## src/design/mrx_cfg.svh

```systemverilog
// Constants for the move, return, rotate and power-down executor
`ifndef MRX_CFG_SVH
`define MRX_CFG_SVH
// Register offsets (byte addresses)
`define MRX_OFS_INSTR   8'h00
`define MRX_OFS_ACC     8'h04
`define MRX_OFS_STATUS  8'h08
`define MRX_OFS_PC      8'h0c
`define MRX_OFS_STACK   8'h10
`define MRX_OFS_WDOG    8'h14
`define MRX_OFS_FADDR   8'h18
`define MRX_OFS_FDATA   8'h1c
`define MRX_OFS_CTRL    8'h20
// Instruction word fields
`define MRX_IW_OP_HI    19
`define MRX_IW_OP_LO    16
`define MRX_IW_DEST     8
`define MRX_IW_ARG_HI   7
// Status bit positions
`define MRX_ST_CARRY    0
`define MRX_ST_ZERO     2
`define MRX_ST_PDOWN    3
`define MRX_ST_TMOUT    4
`define MRX_ST_INTEN    7
`define MRX_ST_BUSY     8
`define MRX_ST_SLEEP    9
// Other field positions
`define MRX_STK_SP_LO   16
`define MRX_WD_PRE_LO   8
`define MRX_CTRL_WAKE   0
// Reset and clear values
`define MRX_RST_TMOUT   1'b1
`define MRX_RST_PDOWN   1'b1
`define MRX_RST_FLAG    1'b0
`define MRX_WDOG_CLR    8'h00
// Opcodes
`define MRX_OP_NOP      4'h0
`define MRX_OP_COPY     4'h1
`define MRX_OP_LOADLIT  4'h2
`define MRX_OP_STORE    4'h3
`define MRX_OP_RETINT   4'h4
`define MRX_OP_RETLIT   4'h5
`define MRX_OP_ROTL     4'h6
`define MRX_OP_ROTR     4'h7
`define MRX_OP_PWRDN    4'h8
`define MRX_OP_RETSUB   4'h9
// Bus responses
`define MRX_RESP_OKAY   2'b00
`define MRX_RESP_SLVERR 2'b10
// Sizes and timing
`define MRX_CLK_PER_ICYC 4
`define MRX_STACK_DEPTH  8
`define MRX_PC_W         13
`define MRX_FILE_DEPTH   128
`define MRX_FILE_AW      7
`endif

```

## src/design/mrx_pkg.sv

```systemverilog
// Types shared by the executor files
package mrx_pkg;
  // Executor states, one-hot
  typedef enum logic [4:0] {
    ST_IDLE  = 5'b00001,
    ST_FETCH = 5'b00010,
    ST_RUN   = 5'b00100,
    ST_WAIT2 = 5'b01000,
    ST_SLEEP = 5'b10000
  } mrx_state_t;
  // Decoded instruction word
  typedef struct packed {
    logic [3:0] op;
    logic       dest;
    logic [7:0] arg;
  } mrx_instr_t;
endpackage

```

## src/design/mrx_exec.sv

```systemverilog
// Executor for moves, returns, rotates and power-down, with AXI4-Lite access
`timescale 1ns/10ps
`include "mrx_cfg.svh"

module mrx_exec
  import mrx_pkg::*;
#(
  parameter int ADDR_W = 8,
  parameter int DIV    = `MRX_CLK_PER_ICYC,
  parameter int STK_D  = `MRX_STACK_DEPTH,
  parameter int PC_W   = `MRX_PC_W
) (
  // Clock and reset
  input  wire logic              CLK_SYS,
  input  wire logic              RST,
  // Write address channel
  input  wire logic              AWVALID,
  output logic                   AWREADY,
  input  wire logic [ADDR_W-1:0] AWADDR,
  input  wire logic [2:0]        AWPROT,
  // Write data channel
  input  wire logic              WVALID,
  output logic                   WREADY,
  input  wire logic [31:0]       WDATA,
  input  wire logic [3:0]        WSTRB,
  // Write response channel
  output logic                   BVALID,
  input  wire logic              BREADY,
  output logic      [1:0]        BRESP,
  // Read address channel
  input  wire logic              ARVALID,
  output logic                   ARREADY,
  input  wire logic [ADDR_W-1:0] ARADDR,
  input  wire logic [2:0]        ARPROT,
  // Read data channel
  output logic                   RVALID,
  input  wire logic              RREADY,
  output logic      [31:0]       RDATA,
  output logic      [1:0]        RRESP,
  // Core state
  output logic                   SLEEP_ACTIVE,
  output logic                   GLOBAL_INT_EN
);
  localparam int SPW = $clog2(STK_D);
  localparam int DW  = $clog2(DIV + 1);

  mrx_state_t        st;
  mrx_instr_t        ir;
  logic [7:0]        acc;
  logic              carry;
  logic              zero;
  logic              timeout_flag;
  logic              powerdown_flag;
  logic [PC_W-1:0]   pc;
  logic [PC_W-1:0]   stk [STK_D];
  logic [SPW-1:0]    sp;
  logic [PC_W-1:0]   stk_top;
  logic [7:0]        watchdog_count;
  logic [7:0]        wd_pre;
  logic [DW-1:0]     div_cnt;
  logic              tick;
  logic              fire;
  logic              busy;
  logic [6:0]        peek;
  logic [7:0]        ram_q;
  logic              ram_we;
  logic [6:0]        ram_wa;
  logic [7:0]        ram_wd;
  logic [7:0]        res;
  logic              next_carry;
  logic              aw_have;
  logic              w_have;
  logic [ADDR_W-1:0] aw_q;
  logic [31:0]       wd_q;
  logic              wr_go;
  logic              wr_ok;
  logic              ar_have;
  logic [ADDR_W-1:0] ar_q;
  logic [31:0]       next_rdata;
  logic              next_rok;

  //----------------------------------------------------------------
  // Register bus
  //----------------------------------------------------------------
  assign wr_go = aw_have && w_have && !BVALID;

  // Write address capture
  always_ff @(posedge CLK_SYS) begin
    if (RST) begin
      AWREADY <= 1'b0;
      aw_have <= 1'b0;
      aw_q    <= '0;
    end else if (AWREADY && AWVALID) begin
      AWREADY <= 1'b0;
      aw_have <= 1'b1;
      aw_q    <= AWADDR;
    end else if (wr_go) begin
      aw_have <= 1'b0;
    end else if (!aw_have && !BVALID) begin
      AWREADY <= 1'b1;
    end
  end

  // Write data capture, strobes turn into a bit mask
  logic [31:0] wm_q;
  always_ff @(posedge CLK_SYS) begin
    if (RST) begin
      WREADY <= 1'b0;
      w_have <= 1'b0;
      wd_q   <= '0;
      wm_q   <= '0;
    end else if (WREADY && WVALID) begin
      WREADY <= 1'b0;
      w_have <= 1'b1;
      wd_q   <= WDATA;
      wm_q   <= {{8{WSTRB[3]}}, {8{WSTRB[2]}}, {8{WSTRB[1]}}, {8{WSTRB[0]}}};
    end else if (wr_go) begin
      w_have <= 1'b0;
    end else if (!w_have && !BVALID) begin
      WREADY <= 1'b1;
    end
  end

  // Write acceptance: instructions only when idle, most others not while busy
  always_comb begin
    case (aw_q)
      ADDR_W'(`MRX_OFS_INSTR):  wr_ok = (st == ST_IDLE);
      ADDR_W'(`MRX_OFS_CTRL):   wr_ok = 1'b1;
      ADDR_W'(`MRX_OFS_ACC),
      ADDR_W'(`MRX_OFS_STATUS),
      ADDR_W'(`MRX_OFS_PC),
      ADDR_W'(`MRX_OFS_STACK),
      ADDR_W'(`MRX_OFS_FADDR),
      ADDR_W'(`MRX_OFS_FDATA):  wr_ok = !busy;
      default:                  wr_ok = 1'b0;
    endcase
  end

  // Write response
  always_ff @(posedge CLK_SYS) begin
    if (RST) begin
      BVALID <= 1'b0;
      BRESP  <= `MRX_RESP_OKAY;
    end else if (wr_go) begin
      BVALID <= 1'b1;
      BRESP  <= wr_ok ? `MRX_RESP_OKAY : `MRX_RESP_SLVERR;
    end else if (BREADY) begin
      BVALID <= 1'b0;
    end
  end

  // Read address capture
  always_ff @(posedge CLK_SYS) begin
    if (RST) begin
      ARREADY <= 1'b0;
      ar_have <= 1'b0;
      ar_q    <= '0;
    end else if (ARREADY && ARVALID) begin
      ARREADY <= 1'b0;
      ar_have <= 1'b1;
      ar_q    <= ARADDR;
    end else if (ar_have) begin
      ar_have <= 1'b0;
    end else if (!RVALID) begin
      ARREADY <= 1'b1;
    end
  end

  // Read data selection
  always_comb begin
    next_rdata = '0;
    next_rok   = 1'b1;
    case (ar_q)
      ADDR_W'(`MRX_OFS_INSTR):  next_rdata = 32'({ir.op, 7'h00, ir.dest, ir.arg});
      ADDR_W'(`MRX_OFS_ACC):    next_rdata = 32'(acc);
      ADDR_W'(`MRX_OFS_STATUS): begin
        next_rdata[`MRX_ST_CARRY] = carry;
        next_rdata[`MRX_ST_ZERO]  = zero;
        next_rdata[`MRX_ST_PDOWN] = powerdown_flag;
        next_rdata[`MRX_ST_TMOUT] = timeout_flag;
        next_rdata[`MRX_ST_INTEN] = GLOBAL_INT_EN;
        next_rdata[`MRX_ST_BUSY]  = busy;
        next_rdata[`MRX_ST_SLEEP] = SLEEP_ACTIVE;
      end
      ADDR_W'(`MRX_OFS_PC):     next_rdata = 32'(pc);
      ADDR_W'(`MRX_OFS_STACK):  begin
        next_rdata[PC_W-1:0] = stk_top;
        next_rdata[`MRX_STK_SP_LO +: SPW] = sp;
      end
      ADDR_W'(`MRX_OFS_WDOG):   next_rdata = 32'({wd_pre, watchdog_count});
      ADDR_W'(`MRX_OFS_FADDR):  next_rdata = 32'(peek);
      ADDR_W'(`MRX_OFS_FDATA):  next_rdata = 32'(ram_q);
      ADDR_W'(`MRX_OFS_CTRL):   next_rdata = '0;
      default:                  next_rok   = 1'b0;
    endcase
  end

  // Read response
  always_ff @(posedge CLK_SYS) begin
    if (RST) begin
      RVALID <= 1'b0;
      RDATA  <= '0;
      RRESP  <= `MRX_RESP_OKAY;
    end else if (ar_have) begin
      RVALID <= 1'b1;
      RDATA  <= next_rdata;
      RRESP  <= next_rok ? `MRX_RESP_OKAY : `MRX_RESP_SLVERR;
    end else if (RREADY) begin
      RVALID <= 1'b0;
    end
  end

  //----------------------------------------------------------------
  // Instruction cycle timing and sequencing
  //----------------------------------------------------------------
  // Instruction cycle enable; halts with the oscillator in sleep
  always_ff @(posedge CLK_SYS) begin
    if (RST || SLEEP_ACTIVE) begin
      div_cnt <= '0;
      tick    <= 1'b0;
    end else if (div_cnt == DW'(DIV - 1)) begin
      div_cnt <= '0;
      tick    <= 1'b1;
    end else begin
      div_cnt <= div_cnt + 1'b1;
      tick    <= 1'b0;
    end
  end

  assign busy = (st == ST_FETCH) || (st == ST_RUN) || (st == ST_WAIT2);
  assign fire = (st == ST_RUN) && tick;
  logic wr_hit;
  assign wr_hit = wr_go && wr_ok;

  // Sequencer: fetch operand, execute on a cycle edge, second cycle for returns
  always_ff @(posedge CLK_SYS) begin
    if (RST) begin
      st           <= ST_IDLE;
      ir           <= '0;
      SLEEP_ACTIVE <= 1'b0;
    end else begin
      case (st)
        ST_IDLE: begin
          if (wr_hit && aw_q == ADDR_W'(`MRX_OFS_INSTR)) begin
            ir <= '{op:   wd_q[`MRX_IW_OP_HI:`MRX_IW_OP_LO],
                    dest: wd_q[`MRX_IW_DEST],
                    arg:  wd_q[`MRX_IW_ARG_HI:0]};
            st <= ST_FETCH;
          end
        end
        ST_FETCH: st <= ST_RUN;
        ST_RUN: begin
          if (tick) begin
            case (ir.op)
              `MRX_OP_RETINT, `MRX_OP_RETLIT, `MRX_OP_RETSUB: begin
                st <= ST_WAIT2;
              end
              `MRX_OP_PWRDN: begin
                st           <= ST_SLEEP;
                SLEEP_ACTIVE <= 1'b1;
              end
              default: st <= ST_IDLE;
            endcase
          end
        end
        ST_WAIT2: if (tick) st <= ST_IDLE;
        ST_SLEEP: begin
          if (wr_hit && aw_q == ADDR_W'(`MRX_OFS_CTRL) && wd_q[`MRX_CTRL_WAKE]) begin
            st           <= ST_IDLE;
            SLEEP_ACTIVE <= 1'b0;
          end
        end
        default: st <= ST_IDLE;
      endcase
    end
  end

  //----------------------------------------------------------------
  // Datapath
  //----------------------------------------------------------------
  // Rotates through carry
  always_comb begin
    res        = ram_q;
    next_carry = carry;
    case (ir.op)
      `MRX_OP_ROTL: begin
        res        = {ram_q[6:0], carry};
        next_carry = ram_q[7];
      end
      `MRX_OP_ROTR: begin
        res        = {carry, ram_q[7:1]};
        next_carry = ram_q[0];
      end
      default: ;
    endcase
  end

  // File register write port: executor or bus
  always_comb begin
    ram_we = 1'b0;
    ram_wa = peek;
    ram_wd = wd_q[7:0];
    if (fire) begin
      ram_wa = ir.arg[6:0];
      case (ir.op)
        `MRX_OP_STORE: begin
          ram_we = 1'b1;
          ram_wd = acc;
        end
        `MRX_OP_COPY, `MRX_OP_ROTL, `MRX_OP_ROTR: begin
          ram_we = ir.dest;
          ram_wd = res;
        end
        default: ;
      endcase
    end else if (wr_hit && aw_q == ADDR_W'(`MRX_OFS_FDATA) && wm_q[0]) begin
      ram_we = 1'b1;
    end
  end

  mrx_file_ram #(
    .DEPTH (`MRX_FILE_DEPTH),
    .AW    (`MRX_FILE_AW),
    .W     (8)
  ) u_ram (
    .clk   (CLK_SYS),
    .we    (ram_we),
    .waddr (ram_wa),
    .wdata (ram_wd),
    .raddr (busy ? ir.arg[6:0] : peek),
    .rdata (ram_q)
  );

  // Accumulator
  always_ff @(posedge CLK_SYS) begin
    if (RST) begin
      acc <= '0;
    end else if (fire) begin
      case (ir.op)
        `MRX_OP_COPY, `MRX_OP_ROTL, `MRX_OP_ROTR: begin
          if (!ir.dest) acc <= res;
        end
        `MRX_OP_LOADLIT, `MRX_OP_RETLIT: acc <= ir.arg;
        default: ;
      endcase
    end else if (wr_hit && aw_q == ADDR_W'(`MRX_OFS_ACC)) begin
      acc <= (acc & ~wm_q[7:0]) | (wd_q[7:0] & wm_q[7:0]);
    end
  end

  // Status flags; loads and the literal and subroutine returns leave them alone, the interrupt return sets GLOBAL_INT_EN
  always_ff @(posedge CLK_SYS) begin
    if (RST) begin
      carry          <= `MRX_RST_FLAG;
      zero           <= `MRX_RST_FLAG;
      GLOBAL_INT_EN  <= `MRX_RST_FLAG;
      timeout_flag   <= `MRX_RST_TMOUT;
      powerdown_flag <= `MRX_RST_PDOWN;
    end else if (fire) begin
      case (ir.op)
        `MRX_OP_COPY:   zero <= (res == 8'h00);
        `MRX_OP_ROTL,
        `MRX_OP_ROTR:   carry <= next_carry;
        `MRX_OP_RETINT: GLOBAL_INT_EN <= 1'b1;
        `MRX_OP_PWRDN: begin
          timeout_flag   <= 1'b1;
          powerdown_flag <= 1'b0;
        end
        default: ;
      endcase
    end else if (wr_hit && aw_q == ADDR_W'(`MRX_OFS_STATUS) && wm_q[0]) begin
      carry         <= wd_q[`MRX_ST_CARRY];
      zero          <= wd_q[`MRX_ST_ZERO];
      GLOBAL_INT_EN <= wd_q[`MRX_ST_INTEN];
    end
  end

  // Program counter and return stack
  assign stk_top = stk[sp - 1'b1];
  always_ff @(posedge CLK_SYS) begin
    if (RST) begin
      pc <= '0;
      sp <= '0;
    end else if (fire) begin
      case (ir.op)
        `MRX_OP_RETINT, `MRX_OP_RETLIT, `MRX_OP_RETSUB: begin
          pc <= stk_top;
          sp <= sp - 1'b1;
        end
        default: pc <= pc + 1'b1;
      endcase
    end else if (wr_hit && aw_q == ADDR_W'(`MRX_OFS_PC)) begin
      pc <= wd_q[PC_W-1:0];
    end else if (wr_hit && aw_q == ADDR_W'(`MRX_OFS_STACK)) begin
      sp <= sp + 1'b1;
    end
  end

  // Stack entries, pushed by software
  for (genvar g = 0; g < STK_D; g++) begin : g_stk
    always_ff @(posedge CLK_SYS) begin
      if (RST) begin
        stk[g] <= '0;
      end else if (wr_hit && aw_q == ADDR_W'(`MRX_OFS_STACK) && sp == SPW'(g)) begin
        stk[g] <= wd_q[PC_W-1:0];
      end
    end
  end

  // Watchdog count and prescaler, cleared by power-down
  always_ff @(posedge CLK_SYS) begin
    if (RST || (fire && ir.op == `MRX_OP_PWRDN)) begin
      watchdog_count <= `MRX_WDOG_CLR;
      wd_pre         <= `MRX_WDOG_CLR;
    end else if (tick) begin
      wd_pre <= wd_pre + 1'b1;
      if (&wd_pre) watchdog_count <= watchdog_count + 1'b1;
    end
  end

  // Bus peek address for file registers
  always_ff @(posedge CLK_SYS) begin
    if (RST) begin
      peek <= '0;
    end else if (wr_hit && aw_q == ADDR_W'(`MRX_OFS_FADDR)) begin
      peek <= wd_q[6:0];
    end
  end
endmodule

```

## src/design/mrx_file_ram.sv

```systemverilog
// File register memory with registered read data
`timescale 1ns/10ps
module mrx_file_ram
  import mrx_pkg::*;
#(
  parameter int DEPTH = 128,
  parameter int AW    = 7,
  parameter int W     = 8
) (
  // Clock
  input  wire logic          clk,
  // Write port
  input  wire logic          we,
  input  wire logic [AW-1:0] waddr,
  input  wire logic [W-1:0]  wdata,
  // Read port
  input  wire logic [AW-1:0] raddr,
  output logic      [W-1:0]  rdata
);
  logic [W-1:0] mem [DEPTH];

  // Write
  always_ff @(posedge clk) begin
    if (we) begin
      mem[waddr] <= wdata;
    end
  end

  // Registered read
  always_ff @(posedge clk) begin
    rdata <= mem[raddr];
  end
endmodule

```

## config.mk

```make
export PLATFORM = sky130hd
export DESIGN_NAME = mrx_exec
export DESIGN_NICKNAME = d
export VERILOG_FILES = /design/src/design/mrx_pkg.sv /design/src/design/mrx_exec.sv /design/src/design/mrx_file_ram.sv
export VERILOG_INCLUDE_DIRS = /design/src /design/src/design
export SDC_FILE = /design/constraint.sdc
export NUM_CORES = 2
export LEC_CHECK = 0
export BUFFER_PORTS_ARGS = -buffer_cell sky130_fd_sc_hd__buf_2
export CORE_ASPECT_RATIO = 0.7
export CORE_MARGIN = 2
export CORE_UTILIZATION = 25
export DETAILED_ROUTE_END_ITERATION = 10
export PLACE_DENSITY = 0.48
export RECOVER_POWER = 50
export SYNTH_ARGS = -nofsm -noshare
export SYNTH_HDL_FRONTEND = slang
export SYNTH_SLANG_ARGS = --single-unit
```

## constraint.sdc

```tcl
create_clock -name CLK_SYS -period 24.1 [get_ports CLK_SYS]
set_input_delay 0 -clock CLK_SYS [delete_from_list [all_inputs] [get_ports CLK_SYS]]
set_output_delay 0 -clock CLK_SYS [all_outputs]
set_load 0.01 [all_outputs]
```

==> qor.csv <==
stage;metric;value;unit
placed_design;Post-DP Area;56470;um2
finish;Non-Filler Instances;7017;
critical_path;CP Launch Point;st[2];
critical_path;reg2reg path depth;7;
critical_path;CP endpoint kind;flip-flop;
global_routing;pin count of the biggest net entering global routing;141;
placed_design;HPWL Detailed;92.03;mm
critical_path;arrival time at the worst endpoint;9.03;ns
global_routing;global route overflow;0;
clock_network;Clock Sink Count;1274;
run_status;status;complete, but fails checks;
worst_hold_path;Hold Path Class;input pin to flip-flop;
pwr;Sw Pwr;0.9557;mW
clock_network;clk_lat worst skew;0.79;ns
drt;vias post-DR;34630;
finish;Util after Layout;29.15;%
die;DIE AREA;216400;um2
die;I/O pins;108;
yosys;Post-synth EDFFs;1128;
sta;Final Hold Vio Count;0;
die;die height;389.8;um
sta;unrepaired setup endpoints after global routing;false;
drt;Via density;4.935;
clock_network;post-CTS resize count;0;
global_routing;first-pass GRT wire length;232.9;mm
run_status;failing checks;capacitance limit, slew limit;
yosys;syn avg cell area;13.16;um2
pwr;combinational power share;2.2;%
die;core area;211200;um2
clock_network;Worst-path clk slew;0.06;ns
critical_path;Critical R2R Launch;st[2];
clock_network;Root Buffer;clkbuf_16;
yosys;Synth top cells by count;1,128 x edfxtp_1, 376 x nand2_1, 366 x a21oi_1;
sta;final worst slack;15.09;ns
yosys;Unique masters post-synth;74;
finish;multi-input logic area;15050;um2
die;FP Rows;141;
placed_design;Setup WS pre-CTS;18.02;ns
sta;Final Max Slew Viols;1317;
drt;Post-Route WL;158.9;mm
drt;# DRC;0;
pwr;Static Leak;20.51;nW
sta;Least-Margin Pin Slew;4.536;ns
yosys;synth top area cells;edfxtp_1 64%, mux2i_1 5.6%, dfxtp_1 5.5%;
flow_run;MaxCap Viol Count;23;
placed_design;placed insts;6665;
drt;Antenna Nets Post-Route;0;
finish;FF/Latch Area;36800;um2
clock_network;Setup Buffers After CTS;0;
drt;DR WL/cell;22.65;um
placed_design;port buffer count;69;
critical_path;Critical Path End;u_ram.mem[29][4];
sta;final number of setup-violating endpoints;0;
finish;nets;4206;
drt;detailed-router iteration count before antenna repair;9;
critical_path;CP Max Fanout;82;
global_routing;vias in the first global route;33270;
clock_network;CTS tree;built;
global_routing;initial antenna violation count;10;
sta;minimum clock period;9.011;ns
pwr;Switching Share;21.22;%
yosys;top_reg_cell synth;edfxtp_1;
critical_path;required time of the critical path;24.12;ns
global_routing;total track usage;14.40;%
die;Initial Util;25.18;%
yosys;yosys warns;0;
yosys;flops & latches, synth;1274;
sta;WHS;0.1066;ns
critical_path;kind of critical path;flip-flop to flip-flop;
pwr;sequential power share;53.8;%
critical_path;startpoint types;flip-flop;
sta;Final period util;37.39;%
clock_network;CTS Buf Count;132;
clock_network;hold buffers post-CTS;118;
clock_network;Longest Clk Path Bufs;3;
yosys;most numerous cell in the Yosys netlist;edfxtp_1;
critical_path;reg2reg end;u_ram.mem[29][4];
pwr;VDD IR max;0.08425;mV
placed_design;Routability Congestion;0.8057;
sta;clk_skew;0.03379;ns
yosys;Synth area leader;edfxtp_1;
sta;relative slew slack;-202.4;%
yosys;share of flip-flops with an asynchronous set or reset;0;%
pwr;Tot Pwr;4.504;mW
yosys;cell count after synthesis;4040;
yosys;sequential-to-total area share from yosys stat;69.21;%
pwr;power per cell area;73.17;nW/um2
critical_path;R2R Setup Slk;15.09;ns
finish;layout cells sized above 1;7.831;%
pwr;clock share of power;44.1;%
finish;Layout area overhead;15.80;%
pwr;Internal;3.549;mW
finish;Final Instance Area;61560;um2
finish;fillers;21250;
sta;setup tns final;0;ns
yosys;mapped cell area;53160;um2
die;die outline width;555.2;um
drt;number of DRC markers in iteration 0;3700;
yosys;Synth top area share;63.71;%
sta;Fmax;111.0;MHz
clock_network;CTS HTree Levels;4;
cells in the final DEF (no fill, tap or decap), types with 9 or more instances in the layout:
| cell | Yosys | final |
|---|---|---|
| buf_2 | 80 | 40 |
| dlygate4sd3_1 | 0 | 118 |
| edfxtp_1 | 1128 | 1128 |
| nor2_1 | 253 | 252 |
| nand2b_1 | 9 | 9 |
| or4_1 | 44 | 44 |
| a31oi_1 | 13 | 11 |
| a22oi_1 | 17 | 17 |
| o22ai_1 | 106 | 106 |
| o21ai_0 | 217 | 212 |
| a211oi_1 | 12 | 12 |
| o31a_1 | 12 | 11 |
| nor4_1 | 65 | 65 |
| clkbuf_16 | 0 | 138 |
| a21oi_1 | 366 | 366 |
| o22a_1 | 12 | 12 |
| or3_1 | 17 | 17 |
| nand3b_1 | 11 | 11 |
| xor2_1 | 17 | 17 |
| ha_1 | 12 | 12 |
| a221oi_1 | 15 | 15 |
| dfxtp_1 | 146 | 146 |
| clkinv_2 | 0 | 13 |
| clkinv_1 | 0 | 28 |
| nor3_1 | 21 | 24 |
| mux4_2 | 26 | 26 |
| nand2_1 | 376 | 375 |
| conb_1 | 1 | 14 |
| a311oi_1 | 18 | 18 |
| and2_1 | 45 | 35 |
| xnor2_1 | 9 | 9 |
| o2111ai_1 | 11 | 11 |
| inv_1 | 19 | 19 |
| clkbuf_1 | 189 | 80 |
| mux2i_1 | 296 | 294 |
| and2_0 | 0 | 10 |
| buf_4 | 19 | 48 |
| nand3_1 | 212 | 212 |
| and3_1 | 77 | 77 |
| nand4_1 | 14 | 15 |
logic make-up after synthesis:
logic type	count (synthesis)	synth area share, %
flops	1274	69.21
xor+xnor	26	0.4283
other cells	1	0.007054
mux	337	6.992
compound gates	875	9.682
fa+ha+maj	12	0.2824
simple gates	1174	10.58
buf+inv	341	2.817
how the worst min path moves through the flow:
stage | start | to | slack (ns) | depth (start not counted)
6_report | WVALID | WREADY | 0.11 | 5
5_1_grt | WVALID | WREADY | 0.12 | 5
4_1_cts | WVALID | WREADY | 0.02 | 5
3_5_place_dp | WDATA[6] | wd_q[6] | 0.25 | 3
3_3_place_gp | WDATA[6] | wd_q[6] | 0.24 | 3
2_1_floorplan | WDATA[16] | wd_q[16] | 0.14 | 2
layer usage:
metal	vias to the layer above	part of all wire [%]	track usage [%]
met5	-	0	0
met4	0	1.8	3.461
met3	196	6.5	2.110
met2	1132	42	20.62
met1	17740	49	22.45
li1	15560	-	-
critical path, cell delays in order, from the launching register on:
cell and delay (ns):
dfxtp_1 0.57, nand2b_1 0.17, nor4_1 0.52, nand2_2 0.08
clkbuf_1 1.14, o21ai_0 0.96, clkbuf_1 1.78, clkbuf_1 2.82
flip-flops by register name (all words and copies together) (netlist names), 3 cells and up, named ones only:
register        cells
RDATA              20
ar_q                8
aw_q                8
div_cnt             3
ir                 13
pc                 13
peek                7
sp                  3
st                  5
stk               104
u_ram.mem        1024
u_ram.rdata         8
watchdog_count      8
wd_pre              8
wd_q               17
cell type report:
cell class | instances | area share, %
antenna | 2 | 0.008129
timing repair buffer | 264 | 3.341
clock buffer | 167 | 5.802
multi-input combinational | 2438 | 24.45
inverter | 19 | 0.1158
sequential | 1274 | 59.77
clock inverter | 65 | 0.8516
tap | 2788 | 5.666
power groups by stage:
stage          clock network [mW]  registers, mW  logic, mW
2_1_floorplan                   0           2.47     0.0461
3_3_place_gp                    0           2.46     0.0837
3_5_place_dp                    0           2.47     0.0853
4_1_cts                      2.03           2.42     0.0993
5_1_grt                      2.11           2.42      0.106
6_report                     1.98           2.42     0.0968
Note: power is estimated with default switching activity, not from simulation.
